--- config.mk ---
export PLATFORM = sky130hd
export DESIGN_NAME = aad_acc_alu
export DESIGN_NICKNAME = d
export VERILOG_FILES = /design/src/core/aad_pkg.sv /design/src/core/aad_acc_alu.sv /design/src/core/aad_logic_unit.sv /design/src/core/aad_divider.sv
export SDC_FILE = /design/constraint.sdc
export NUM_CORES = 1
export LEC_CHECK = 0
export ABC_AREA = 1
export BUFFER_PORTS_ARGS = -buffer_cell sky130_fd_sc_hd__buf_2
export CAP_MARGIN = 40
export CORE_MARGIN = 4
export CORE_UTILIZATION = 30
export DETAILED_ROUTE_END_ITERATION = 10
export GPL_TIMING_DRIVEN = 0
export HOLD_SLACK_MARGIN = 0.1
export SLEW_MARGIN = 20
export SYNTH_ARGS = -nofsm -noshare
export SYNTH_HDL_FRONTEND = slang
export SYNTH_SLANG_ARGS = --single-unit
--- constraint.sdc ---
create_clock -name core_clk_i -period 16.8 [get_ports core_clk_i]
set_input_delay 0 -clock core_clk_i [delete_from_list [all_inputs] [get_ports core_clk_i]]
set_output_delay 0 -clock core_clk_i [all_outputs]
set_load 0.02 [all_outputs]
--- src/core/aad_pkg.sv ---
package aad_pkg;

   // bit 0 is the sign, so words are declared big-end first
   typedef logic [0:23] aad_word_t;

   localparam int unsigned AAD_MAG_W = 23;

   // operation codes (octal 65, 77, 14, 16, 17, 57, 56, 46)
   localparam logic [5:0] AAD_OP_DIV  = 6'h35;
   localparam logic [5:0] AAD_OP_LOAD_IDX_ADDR = 6'h3F;
   localparam logic [5:0] AAD_OP_AND  = 6'h0C;
   localparam logic [5:0] AAD_OP_OR   = 6'h0E;
   localparam logic [5:0] AAD_OP_XOR  = 6'h0F;
   localparam logic [5:0] AAD_OP_ADC  = 6'h2F;
   localparam logic [5:0] AAD_OP_SBC  = 6'h2E;
   localparam logic [5:0] AAD_OP_RC   = 6'h26;

   // register-change address fields (octal 00012 and 00005)
   localparam logic [13:0] AAD_RC_EXT_TO_ACC = 14'h000A;
   localparam logic [13:0] AAD_RC_ACC_TO_EXT = 14'h0005;

   // execution times in cycles
   localparam logic [3:0] AAD_CYC_DIV = 4'hA;
   localparam logic [3:0] AAD_CYC_MEM = 4'h2;
   localparam logic [3:0] AAD_CYC_RC  = 4'h1;

   // divider stepping
   localparam logic [4:0] AAD_QBITS      = 5'h17;
   localparam logic [4:0] AAD_DIV_IDLE   = 5'h18;
   localparam int unsigned AAD_STEPS_CYC = 3;

   // values after reset
   localparam aad_word_t  AAD_WORD_RST = 24'h000000;
   localparam logic [3:0] AAD_CNT_RST  = 4'h0;
   localparam logic [5:0] AAD_OP_RST   = 6'h00;
   localparam logic [13:0] AAD_EA_RST  = 14'h0000;

   typedef struct packed {
      logic       valid;
      logic [5:0] opcode;
      logic [13:0] addr;
      aad_word_t  operand;
   } aad_req_s;

   typedef enum logic [2:0] {
      AAD_ALU_AND = 3'b000,
      AAD_ALU_OR  = 3'b001,
      AAD_ALU_XOR = 3'b010,
      AAD_ALU_ADC = 3'b011,
      AAD_ALU_SBC = 3'b100
   } aad_alu_e;

   typedef struct packed {
      aad_word_t result;
      logic      carry;
      logic      ovf;
   } aad_alu_s;

endpackage : aad_pkg

--- src/core/aad_acc_alu.sv ---
// How it works
// RULE1: divide takes accumulator and extension as one dividend over the memory word
// RULE2: divide leaves quotient in accumulator and undivided remainder in extension
// RULE3: quotient is positive when signs match, negative when they differ
// RULE4: exactly 23 quotient magnitude bits; tiny quotients may come out zero
// RULE5: quotient binary point is dividend scale minus divisor scale
// RULE6: remainder keeps the dividend sign, scaled at dividend scale minus 23
// RULE7: remainder shifted right 23 plus divisor times quotient gives the dividend; not met for divisor -1, which reaches the divider as zero
// RULE8: overflow set when true quotient is at least 1 or below -1
// RULE9: program should zero extension before dividing a single-word dividend
// RULE10: code 65 divides and takes 10 cycles
// RULE11: code 77 loads the effective address itself into index, 2 cycles
// RULE12: code 14 ANDs memory into accumulator in 2 cycles
// RULE13: code 16 ORs memory into accumulator in 2 cycles
// RULE14: code 17 XORs memory into accumulator in 2 cycles
// RULE15: code 57 adds with carry, code 56 subtracts with carry, 2 cycles each
// RULE16: change code 00012 moves extension to accumulator, clears extension, 1 cycle
// RULE17: change code 00005 moves accumulator to extension, clears accumulator, 1 cycle
// RULE18: accumulator, extension and index are 24-bit two's complement, bit 0 sign
`timescale 1ns/1ps
module aad_acc_alu (
   // clock and reset
   input  wire logic              core_clk_i,
   input  wire logic              rst_b_i,
   // sequencer request
   input  wire aad_pkg::aad_req_s req_i,
   input  wire logic              ovf_clr_i,
   // status
   output logic                   busy_o,
   output logic                   done_o,
   output logic                   ovf_o,
   output logic                   carry_o,
   // registers
   output aad_pkg::aad_word_t     acc_o,
   output aad_pkg::aad_word_t     ext_o,
   output aad_pkg::aad_word_t     idx_o
);
   aad_pkg::aad_word_t acc;
   aad_pkg::aad_word_t ext;
   aad_pkg::aad_word_t idx;
   aad_pkg::aad_word_t m_q;
   logic [5:0]         op_q;
   logic [13:0]        ea_q;
   logic [3:0]         cnt;
   logic               busy;
   logic               done;
   logic               ovf;
   logic               carry;

   // request decode
   logic        req_div;
   logic        req_mem;
   logic        req_rc;
   logic        req_known;
   logic        take;
   logic [3:0]  req_cyc;

   assign req_div = req_i.opcode == aad_pkg::AAD_OP_DIV;
   assign req_mem = (req_i.opcode == aad_pkg::AAD_OP_LOAD_IDX_ADDR) ||
                    (req_i.opcode == aad_pkg::AAD_OP_AND) ||
                    (req_i.opcode == aad_pkg::AAD_OP_OR)  ||
                    (req_i.opcode == aad_pkg::AAD_OP_XOR) ||
                    (req_i.opcode == aad_pkg::AAD_OP_ADC) ||
                    (req_i.opcode == aad_pkg::AAD_OP_SBC);
   assign req_rc  = (req_i.opcode == aad_pkg::AAD_OP_RC) &&
                    ((req_i.addr == aad_pkg::AAD_RC_EXT_TO_ACC) ||
                     (req_i.addr == aad_pkg::AAD_RC_ACC_TO_EXT));
   assign req_known = req_div || req_mem || req_rc;
   // unknown codes and requests while busy are dropped silently
   assign take = req_i.valid && !busy && req_known;
   assign req_cyc = req_div ? aad_pkg::AAD_CYC_DIV :      // RULE10
                    req_rc  ? aad_pkg::AAD_CYC_RC  :      // RULE16
                              aad_pkg::AAD_CYC_MEM;       // RULE12

   // latched operation decode
   logic is_div;
   logic is_load_idx;
   logic is_alu;
   logic is_e2a;
   logic is_a2e;
   logic is_arith;
   logic commit;
   aad_pkg::aad_alu_e alu_kind;

   assign is_div   = op_q == aad_pkg::AAD_OP_DIV;
   assign is_load_idx = op_q == aad_pkg::AAD_OP_LOAD_IDX_ADDR;
   assign is_e2a   = (op_q == aad_pkg::AAD_OP_RC) && (ea_q == aad_pkg::AAD_RC_EXT_TO_ACC);
   assign is_a2e   = (op_q == aad_pkg::AAD_OP_RC) && (ea_q == aad_pkg::AAD_RC_ACC_TO_EXT);
   assign is_arith = (op_q == aad_pkg::AAD_OP_ADC) || (op_q == aad_pkg::AAD_OP_SBC);
   assign is_alu   = is_arith || (op_q == aad_pkg::AAD_OP_AND) ||
                     (op_q == aad_pkg::AAD_OP_OR) || (op_q == aad_pkg::AAD_OP_XOR);
   assign commit   = busy && (cnt == aad_pkg::AAD_CNT_RST);
   assign alu_kind = (op_q == aad_pkg::AAD_OP_AND) ? aad_pkg::AAD_ALU_AND :
                     (op_q == aad_pkg::AAD_OP_OR)  ? aad_pkg::AAD_ALU_OR  :
                     (op_q == aad_pkg::AAD_OP_XOR) ? aad_pkg::AAD_ALU_XOR :
                     (op_q == aad_pkg::AAD_OP_ADC) ? aad_pkg::AAD_ALU_ADC :
                                                     aad_pkg::AAD_ALU_SBC;

   aad_pkg::aad_alu_s alu_res;

   aad_logic_unit u_logic (
      .kind_i  (alu_kind),
      .carry_i (carry),
      .acc_i   (acc),
      .mem_i   (m_q),
      .res_o   (alu_res)
   );

   // divide front end: sign-magnitude split of the double-length dividend;
   // extension sign bit is not part of the value, so stale bits corrupt it
   logic [46:0] dvd;
   logic [46:0] dvd_mag;
   logic [23:0] den_mag;
   logic        n_neg;
   logic        q_neg;
   aad_pkg::aad_word_t div_m;
   logic [22:0] quo_mag;
   logic [22:0] rem_mag;
   logic        div_ovf;
   aad_pkg::aad_word_t quo_s;
   aad_pkg::aad_word_t rem_s;

   // the divisor is the request operand at start, the latched one later
   assign div_m   = take ? req_i.operand : m_q;
   assign dvd     = {acc, ext[1:23]};                              // RULE1 RULE9 RULE18
   assign n_neg   = acc[0];
   assign q_neg   = acc[0] ^ div_m[0];                             // RULE3
   assign dvd_mag = n_neg ? 47'(-dvd) : dvd;
   assign den_mag = div_m[0] ? 24'(-div_m) : div_m;
   // quotient magnitude of 2^23 or more only fits as exactly -1
   assign div_ovf = (dvd_mag[46:23] > den_mag) ||                  // RULE8
                    ((dvd_mag[46:23] == den_mag) && (!q_neg || (dvd_mag[22:0] != 23'h000000)));

   aad_divider u_div (
      .core_clk_i (core_clk_i),
      .rst_b_i    (rst_b_i),
      .start_i    (take && req_div),
      .num_hi_i   (dvd_mag[45:23]),
      .num_lo_i   (dvd_mag[22:0]),
      .den_i      (den_mag[22:0]),
      .quo_o      (quo_mag),
      .rem_o      (rem_mag)
   );

   // fractional quotient keeps scale of dividend minus divisor
   assign quo_s = q_neg ? 24'(-{1'b0, quo_mag}) : {1'b0, quo_mag}; // RULE3 RULE5
   assign rem_s = n_neg ? 24'(-{1'b0, rem_mag}) : {1'b0, rem_mag}; // RULE6 RULE7

   // register write-back
   aad_pkg::aad_word_t next_acc;
   aad_pkg::aad_word_t next_ext;
   aad_pkg::aad_word_t next_idx;
   logic               next_ovf;
   logic               next_carry;
   logic               ovf_set;

   assign next_acc = !commit ? acc           :
                     is_div  ? quo_s         :            // RULE2
                     is_alu  ? alu_res.result :           // RULE12 RULE13 RULE14 RULE15
                     is_e2a  ? ext           :            // RULE16
                     is_a2e  ? aad_pkg::AAD_WORD_RST :    // RULE17
                               acc;
   assign next_ext = !commit ? ext           :
                     is_div  ? rem_s         :            // RULE2
                     is_e2a  ? aad_pkg::AAD_WORD_RST :    // RULE16
                     is_a2e  ? acc           :            // RULE17
                               ext;
   assign next_idx = (commit && is_load_idx) ? {10'h000, ea_q} : idx; // RULE11
   assign next_carry = (commit && is_arith) ? alu_res.carry : carry;
   assign ovf_set  = commit && ((is_div && div_ovf) || (is_arith && alu_res.ovf)); // RULE8
   // a fresh overflow beats a clear in the same cycle
   assign next_ovf = ovf_set || (ovf && !ovf_clr_i);

   always_ff @(posedge core_clk_i or negedge rst_b_i) begin
      if (!rst_b_i) begin
         busy <= 1'b0;
         cnt  <= aad_pkg::AAD_CNT_RST;
         op_q <= aad_pkg::AAD_OP_RST;
         ea_q <= aad_pkg::AAD_EA_RST;
         m_q  <= aad_pkg::AAD_WORD_RST;
      end else if (take) begin
         busy <= 1'b1;
         cnt  <= req_cyc - 4'h1;
         op_q <= req_i.opcode;
         ea_q <= req_i.addr;
         m_q  <= req_i.operand;
      end else if (commit) begin
         busy <= 1'b0;
      end else if (busy) begin
         cnt  <= cnt - 4'h1;
      end
   end

   always_ff @(posedge core_clk_i or negedge rst_b_i) begin
      if (!rst_b_i) begin
         acc   <= aad_pkg::AAD_WORD_RST;
         ext   <= aad_pkg::AAD_WORD_RST;
         idx   <= aad_pkg::AAD_WORD_RST;
         ovf   <= 1'b0;
         carry <= 1'b0;
         done  <= 1'b0;
      end else begin
         acc   <= next_acc;
         ext   <= next_ext;
         idx   <= next_idx;
         ovf   <= next_ovf;
         carry <= next_carry;
         done  <= commit;
      end
   end

   assign busy_o  = busy;
   assign done_o  = done;
   assign ovf_o   = ovf;
   assign carry_o = carry;
   assign acc_o   = acc;
   assign ext_o   = ext;
   assign idx_o   = idx;

   // checking helpers: snapshot of the divide inputs at commit
   logic [46:0]        hlp_dvd;
   aad_pkg::aad_word_t hlp_m;
   logic               hlp_ovf;
   logic               hlp_qneg;
   logic signed [71:0] chk_lhs;

   always_ff @(posedge core_clk_i or negedge rst_b_i) begin
      if (!rst_b_i) begin
         hlp_dvd  <= 47'h000000000000;
         hlp_m    <= aad_pkg::AAD_WORD_RST;
         hlp_ovf  <= 1'b0;
         hlp_qneg <= 1'b0;
      end else if (commit && is_div) begin
         hlp_dvd  <= dvd;
         hlp_m    <= m_q;
         hlp_ovf  <= div_ovf;
         hlp_qneg <= q_neg;
      end
   end

   // integer form: the 23-place scale shift of the remainder cancels out
   assign chk_lhs = (72'(signed'(acc)) * 72'(signed'(hlp_m))) + 72'(signed'(ext)); // RULE7
endmodule : aad_acc_alu

--- src/core/aad_logic_unit.sv ---
`timescale 1ns/1ps
module aad_logic_unit (
   // operation select
   input  wire aad_pkg::aad_alu_e kind_i,
   input  wire logic              carry_i,
   // operands
   input  wire aad_pkg::aad_word_t acc_i,
   input  wire aad_pkg::aad_word_t mem_i,
   // result
   output aad_pkg::aad_alu_s       res_o
);
   logic [24:0] sum;
   logic [24:0] dif;
   logic        sum_ovf;
   logic        dif_ovf;

   assign sum = {1'b0, acc_i} + {1'b0, mem_i} + {24'h000000, carry_i}; // RULE15
   assign dif = {1'b0, acc_i} - {1'b0, mem_i} - {24'h000000, carry_i}; // RULE15
   assign sum_ovf = (acc_i[0] == mem_i[0]) && (sum[23] != acc_i[0]);
   assign dif_ovf = (acc_i[0] != mem_i[0]) && (dif[23] != acc_i[0]);

   always_comb begin
      res_o = '0;
      case (kind_i)
         aad_pkg::AAD_ALU_AND: res_o.result = acc_i & mem_i; // RULE12
         aad_pkg::AAD_ALU_OR:  res_o.result = acc_i | mem_i; // RULE13
         aad_pkg::AAD_ALU_XOR: res_o.result = acc_i ^ mem_i; // RULE14
         aad_pkg::AAD_ALU_ADC: begin
            res_o.result = sum[23:0];
            res_o.carry  = sum[24];
            res_o.ovf    = sum_ovf;
         end
         aad_pkg::AAD_ALU_SBC: begin
            res_o.result = dif[23:0];
            res_o.carry  = dif[24];
            res_o.ovf    = dif_ovf;
         end
         default: res_o = '0;
      endcase
   end
endmodule : aad_logic_unit

--- src/core/aad_divider.sv ---
`timescale 1ns/1ps
module aad_divider (
   // clock and reset
   input  wire logic        core_clk_i,
   input  wire logic        rst_b_i,
   // start with magnitudes
   input  wire logic        start_i,
   input  wire logic [22:0] num_hi_i,
   input  wire logic [22:0] num_lo_i,
   input  wire logic [22:0] den_i,
   // magnitude results
   output logic [22:0]      quo_o,
   output logic [22:0]      rem_o
);
   logic [22:0] part;
   logic [22:0] low;
   logic [22:0] quo;
   logic [4:0]  steps;
   logic [22:0] p_chain [0:3];
   logic [22:0] l_chain [0:3];
   logic [22:0] q_chain [0:3];
   logic [4:0]  next_steps;

   assign p_chain[0] = part;
   assign l_chain[0] = low;
   assign q_chain[0] = quo;

   // restoring steps, three per cycle; partial stays below the divisor when it starts below it
   for (genvar i = 0; i < aad_pkg::AAD_STEPS_CYC; i++) begin : g_step
      logic        act;
      logic [23:0] trial;
      logic [23:0] diff;
      logic        ge;
      assign act   = (steps + 5'(i)) < aad_pkg::AAD_QBITS; // RULE4
      assign trial = {p_chain[i], l_chain[i][22]};
      assign diff  = trial - {1'b0, den_i};
      assign ge    = trial >= {1'b0, den_i};
      assign p_chain[i+1] = !act ? p_chain[i] : (ge ? diff[22:0] : trial[22:0]);
      assign l_chain[i+1] = !act ? l_chain[i] : {l_chain[i][21:0], 1'b0};
      assign q_chain[i+1] = !act ? q_chain[i] : {q_chain[i][21:0], ge};
   end

   assign next_steps = (steps >= aad_pkg::AAD_QBITS) ? steps : steps + 5'h03;

   always_ff @(posedge core_clk_i or negedge rst_b_i) begin
      if (!rst_b_i) begin
         part  <= 23'h000000;
         low   <= 23'h000000;
         quo   <= 23'h000000;
         steps <= aad_pkg::AAD_DIV_IDLE;
      end else if (start_i) begin
         part  <= num_hi_i;
         low   <= num_lo_i;
         quo   <= 23'h000000;
         steps <= 5'h00;
      end else begin
         part  <= p_chain[3];
         low   <= l_chain[3];
         quo   <= q_chain[3];
         steps <= next_steps;
      end
   end

   assign quo_o = quo;
   assign rem_o = part; // RULE6
endmodule : aad_divider

==> impl_summary.txt <==
----------------------------------------------------
[GRT]
  Global route overflow ... 0
  Wire length of the first global-routing pass ... 137,100 um
  Maximum number of pins on one net before global-route repair ... 81
  Vias in the first global route ... 22.03k
  Number of antenna violations at the first check in global routing ... 2
  GRT Resource Usage Total ... 0.2315

[Worst setup path]
  Startpoint-to-endpoint class of the critical path ... in -> reg
  Worst reg-to-reg path cell count ... 59
  Worst setup EP type ... flop
  R2r endpoint ... u_div.rem_o[18]$_DFF_PN0_
  Cell with the biggest individual delay on the critical path ... sky130_fd_sc_hd__clkbuf_1
  Crit-path max FO ... 10
  Reg2Reg Launch Point ... busy_o$_DFFE_PN0P_
  Setup slack of the worst register-to-register path ... 5.31 ns
  WP data required ... 17.16 ns
  Longest individual stage delay on the worst path ... 0.56 ns
  CP Launch Type ... primary input
  Worst Path Arrival ... 11.95 ns
  Most frequent cell on the critical path ... sky130_fd_sc_hd__inv_1

[STA]
  Slew @ Worst Pin ... 0.9071 ns
  Final critical delay including setup and external delays ... 11.59 ns
  Final sum of negative setup slack ... 0 ns
  Worst setup margin ... 5.211 ns
  Unrepaired setup endpoints after global routing ... false
  Max_slew headroom ... 0.3932
  Final period util ... 0.6898
  Final count of hold timing violations ... 0
  Upper clock frequency limit ... 0.08629 GHz
  Final setup violation count ... 0
  Clock skew after layout ... 0.01381 ns
  Slew Viols, Final ... 0

[Clock tree]
  Cts bufs inserted ... 17
  Buffer levels on the longest clock path ... 2
  Register clock-pin slew on the reported worst setup and hold paths ... 0.08 ns
  Library cell used as clock root buffer ... sky130_fd_sc_hd__clkbuf_16
  CTS resizes ... 0
  Skew-Pair Late Insertion Delay ... 0.47 ns
  Post-CTS Repair Setup Buffers ... 0
  CTS tree ... done
  H-tree depth ... 4
  CTS sink cnt ... 188

[Floorplan]
  Placeable Area ... 71,610 um^2
  Area enclosed by the die boundary ... 76,650 um^2
  Overall die width ... 276.9 um
  Std-Cell Rows ... 98
  Initial cell density of the core ... 0.3028
  DIE HEIGHT ... 276.9 um
  IO Count ... 124

[Min path]
  Min-Delay Startpoint ... req_i[44]
  Worst Hold Path EP ... m_q[6]$_DFF_PN0_
  Min-Delay Path Class ... in -> reg
  Number of instances on the worst hold path ... 6

[Cells and area]
  Number of standard cells in the layout, taps in and fillers out ... 4,451
  Final standard cell utilization of the core ... 0.3451
  Layout cells sized above 1 ... 0.1020
  Count of nets after finishing ... 3,723
  Layout area overhead ... 13.97%
  Filler cells ... 7,880

[Detailed routing]
  Wirelength per Cell ... 20.71 um
  Total Routed Length ... 92,180 um
  Antenna violation net count after detailed routing ... 0
  1st-pass router iterations ... 6
  Total via count after detailed routing ... 23.79k
  Detailed router's first-iteration violation count ... 3,016
  Routed via count divided by cell count ... 5.345
  Post-detailed-route DRC marker count ... 0

[Yosys]
  Cells after Synth ... 3,285
  Yosys synthesis warning count ... 0
  Main flop type after synthesis ... sky130_fd_sc_hd__dfrtp_1
  Number of flops mapped to enable cells by yosys ... 0
  Sequential-to-total area share from yosys stat ... 0.2171
  Share of synthesized flip-flops with an asynchronous set or reset ... 1.000
  Netlist area before placement ... 21,690 um^2
  #FFs+latches synth ... 188
  Number of distinct library cell variants in the gate-level netlist after synthesis ... 69
  Syn avg cell area ... 6.601 um^2

[Placed design]
  Number of input and output port buffers inserted ... 113
  Worst setup timing slack at the placement stage ... 5.588 ns
  Placed insts ... 4,371
  Routability congestion estimate ... 1.005
  Estimated wirelength of the detail-placed design ... 74,670 um

[Status]
  Result of the run ... complete, no violations

[Run]
  Number of maximum-capacitance violations ... 0

----------------------------------------------------
[synth_stat cells, types with 8 or more instances]
library cell | n | area share
sky130_fd_sc_hd__nand2_1 | 688 | 0.12
sky130_fd_sc_hd__inv_1 | 447 | 0.077
sky130_fd_sc_hd__nor2_1 | 311 | 0.054
sky130_fd_sc_hd__o21ai_0 | 286 | 0.066
sky130_fd_sc_hd__a21oi_1 | 208 | 0.048
sky130_fd_sc_hd__dfrtp_1 | 186 | 0.21
sky130_fd_sc_hd__ha_1 | 182 | 0.11
sky130_fd_sc_hd__nand3_1 | 178 | 0.041
sky130_fd_sc_hd__xor2_1 | 107 | 0.043
sky130_fd_sc_hd__clkbuf_1 | 88 | 0.015
sky130_fd_sc_hd__a31oi_1 | 47 | 0.014
sky130_fd_sc_hd__nand2_2 | 47 | 0.014
sky130_fd_sc_hd__nor3_1 | 42 | 0.0097
sky130_fd_sc_hd__a22oi_1 | 38 | 0.013
sky130_fd_sc_hd__nand3_2 | 35 | 0.016
sky130_fd_sc_hd__nand4_1 | 35 | 0.010
sky130_fd_sc_hd__o211ai_1 | 24 | 0.0083
sky130_fd_sc_hd__xnor2_1 | 24 | 0.0097
sky130_fd_sc_hd__a221oi_1 | 21 | 0.0085
sky130_fd_sc_hd__mux2i_1 | 20 | 0.0092
sky130_fd_sc_hd__nand3b_1 | 20 | 0.0069
sky130_fd_sc_hd__o22ai_1 | 20 | 0.0058
sky130_fd_sc_hd__or2_2 | 19 | 0.0055
sky130_fd_sc_hd__nor4_1 | 17 | 0.0049
sky130_fd_sc_hd__buf_4 | 16 | 0.0055
sky130_fd_sc_hd__nand2_4 | 15 | 0.0078
sky130_fd_sc_hd__o31ai_1 | 14 | 0.0048
sky130_fd_sc_hd__nor2_2 | 10 | 0.0029
sky130_fd_sc_hd__clkinv_1 | 9 | 0.0016
sky130_fd_sc_hd__inv_2 | 9 | 0.0016
sky130_fd_sc_hd__a211oi_1 | 8 | 0.0028
sky130_fd_sc_hd__o21a_1 | 8 | 0.0028
sky130_fd_sc_hd__o221ai_1 | 8 | 0.0032
[per-layer routing]
| metal | global-route usage | vias to the layer above | share of wire |
|---|---|---|---|
| li1 | - | 11320 | - |
| met1 | 0.3135 | 11220 | 0.43 |
| met2 | 0.3680 | 1074 | 0.44 |
| met3 | 0.04055 | 184 | 0.083 |
| met4 | 0.08935 | 0 | 0.042 |
| met5 | 0 | - | 0 |
[layout by cell type, fill, tap and decap left out, types with 10 or more instances in the layout]
master,instances
sky130_fd_sc_hd__mux2i_1,20
sky130_fd_sc_hd__nand3_1,178
sky130_fd_sc_hd__nor3_1,42
sky130_fd_sc_hd__nand2_2,47
sky130_fd_sc_hd__o31ai_1,14
sky130_fd_sc_hd__dfrtp_1,186
sky130_fd_sc_hd__o21ai_0,286
sky130_fd_sc_hd__a21oi_1,208
sky130_fd_sc_hd__nand4_1,35
sky130_fd_sc_hd__nand3_2,35
sky130_fd_sc_hd__o211ai_1,24
sky130_fd_sc_hd__buf_2,116
sky130_fd_sc_hd__a31oi_1,47
sky130_fd_sc_hd__a221oi_1,21
sky130_fd_sc_hd__or2_2,19
sky130_fd_sc_hd__nor4_1,16
sky130_fd_sc_hd__o22ai_1,20
sky130_fd_sc_hd__xnor2_1,24
sky130_fd_sc_hd__nor2_1,310
sky130_fd_sc_hd__dlygate4sd3_1,45
sky130_fd_sc_hd__a22oi_1,38
sky130_fd_sc_hd__nand3b_1,20
sky130_fd_sc_hd__xor2_1,107
sky130_fd_sc_hd__conb_1,10
sky130_fd_sc_hd__inv_1,447
sky130_fd_sc_hd__ha_1,182
sky130_fd_sc_hd__nor2_2,11
sky130_fd_sc_hd__nand2_4,15
sky130_fd_sc_hd__buf_4,26
sky130_fd_sc_hd__clkbuf_16,17
sky130_fd_sc_hd__nand2_1,688
sky130_fd_sc_hd__clkbuf_1,89
[cell families (layout without fill, tap and decap cells)]
group | count (synthesis) | count (layout) | synth area share
flops | 188 | 188 | 0.2171
other cells | 1 | 12 | 0.0001729
fa+ha+maj | 189 | 189 | 0.1115
mux | 20 | 20 | 0.009231
simple gates | 1437 | 1437 | 0.3030
buf+inv | 593 | 798 | 0.1116
compound gates | 726 | 726 | 0.1945
xor+xnor | 131 | 131 | 0.05291
[registers in the layout, summed over array words and instances (netlist names), 4 cells and up]
name / cells
op_q: 6
ext_o: 24
u_div.steps: 5
idx_o: 14
cnt: 4
ea_q: 14
u_div.rem_o: 23
u_div.quo_o: 23
u_div.low: 23
m_q: 24
acc_o: 24
[how the worst max path moves through the flow]
| stage | startpoint | end | cells past startpoint |
|---|---|---|---|
| after floorplan | busy_o$_DFFE_PN0P_ | u_div.rem_o[12]$_DFF_PN0_ | 60 |
| after global routing | req_i[41] | u_div.rem_o[18]$_DFF_PN0_ | 67 |
| after CTS | req_i[41] | u_div.rem_o[18]$_DFF_PN0_ | 67 |
| after detailed placement | req_i[41] | u_div.rem_o[18]$_DFF_PN0_ | 66 |
| after global placement | req_i[39] | u_div.rem_o[18]$_DFF_PN0_ | 64 |
| final | req_i[39] | u_div.rem_o[18]$_DFF_PN0_ | 66 |
[repair_timing]
action / in CTS / in global routing
setup endpoints to repair: 0 / 0
endpoints found under the hold margin: 160 / 0
hold buffers: 46 / 0
[metrics by stage]
step	hold slack [ns]	area (um^2)
after floorplan	-0.2956	21720
after global placement	0.2240	23470
after detailed placement	-0.1027	23630
after CTS	0.1522	24710
after global routing	0.1873	24720
final	0.1791	24720
[critical path: cells and delay by family]
kind            cells  cell delay [ns]
simple gates       29             3.92
xor+xnor            1             0.29
compound gates     14             3.04
buf+inv            18             3.47
fa+ha+maj           4             1.17
[area by class of cell]
type	count	area, um^2	share of cell area
clock inverters	14	178.9	0.007239
plain buffers	126	663.1	0.02683
repair buffers	173	1185	0.04794
diodes	2	5.005	0.0002025
clock buffers	18	429.2	0.01736
well taps	950	1189	0.04809
inverters	467	1758	0.07113
flip-flops and latches	188	4707	0.1905
multi-input cells	2513	14600	0.5907
Power is left out: the tool's default activity adds up to more than one toggle a clock period on the data nets, which glitch-free logic cannot reach.
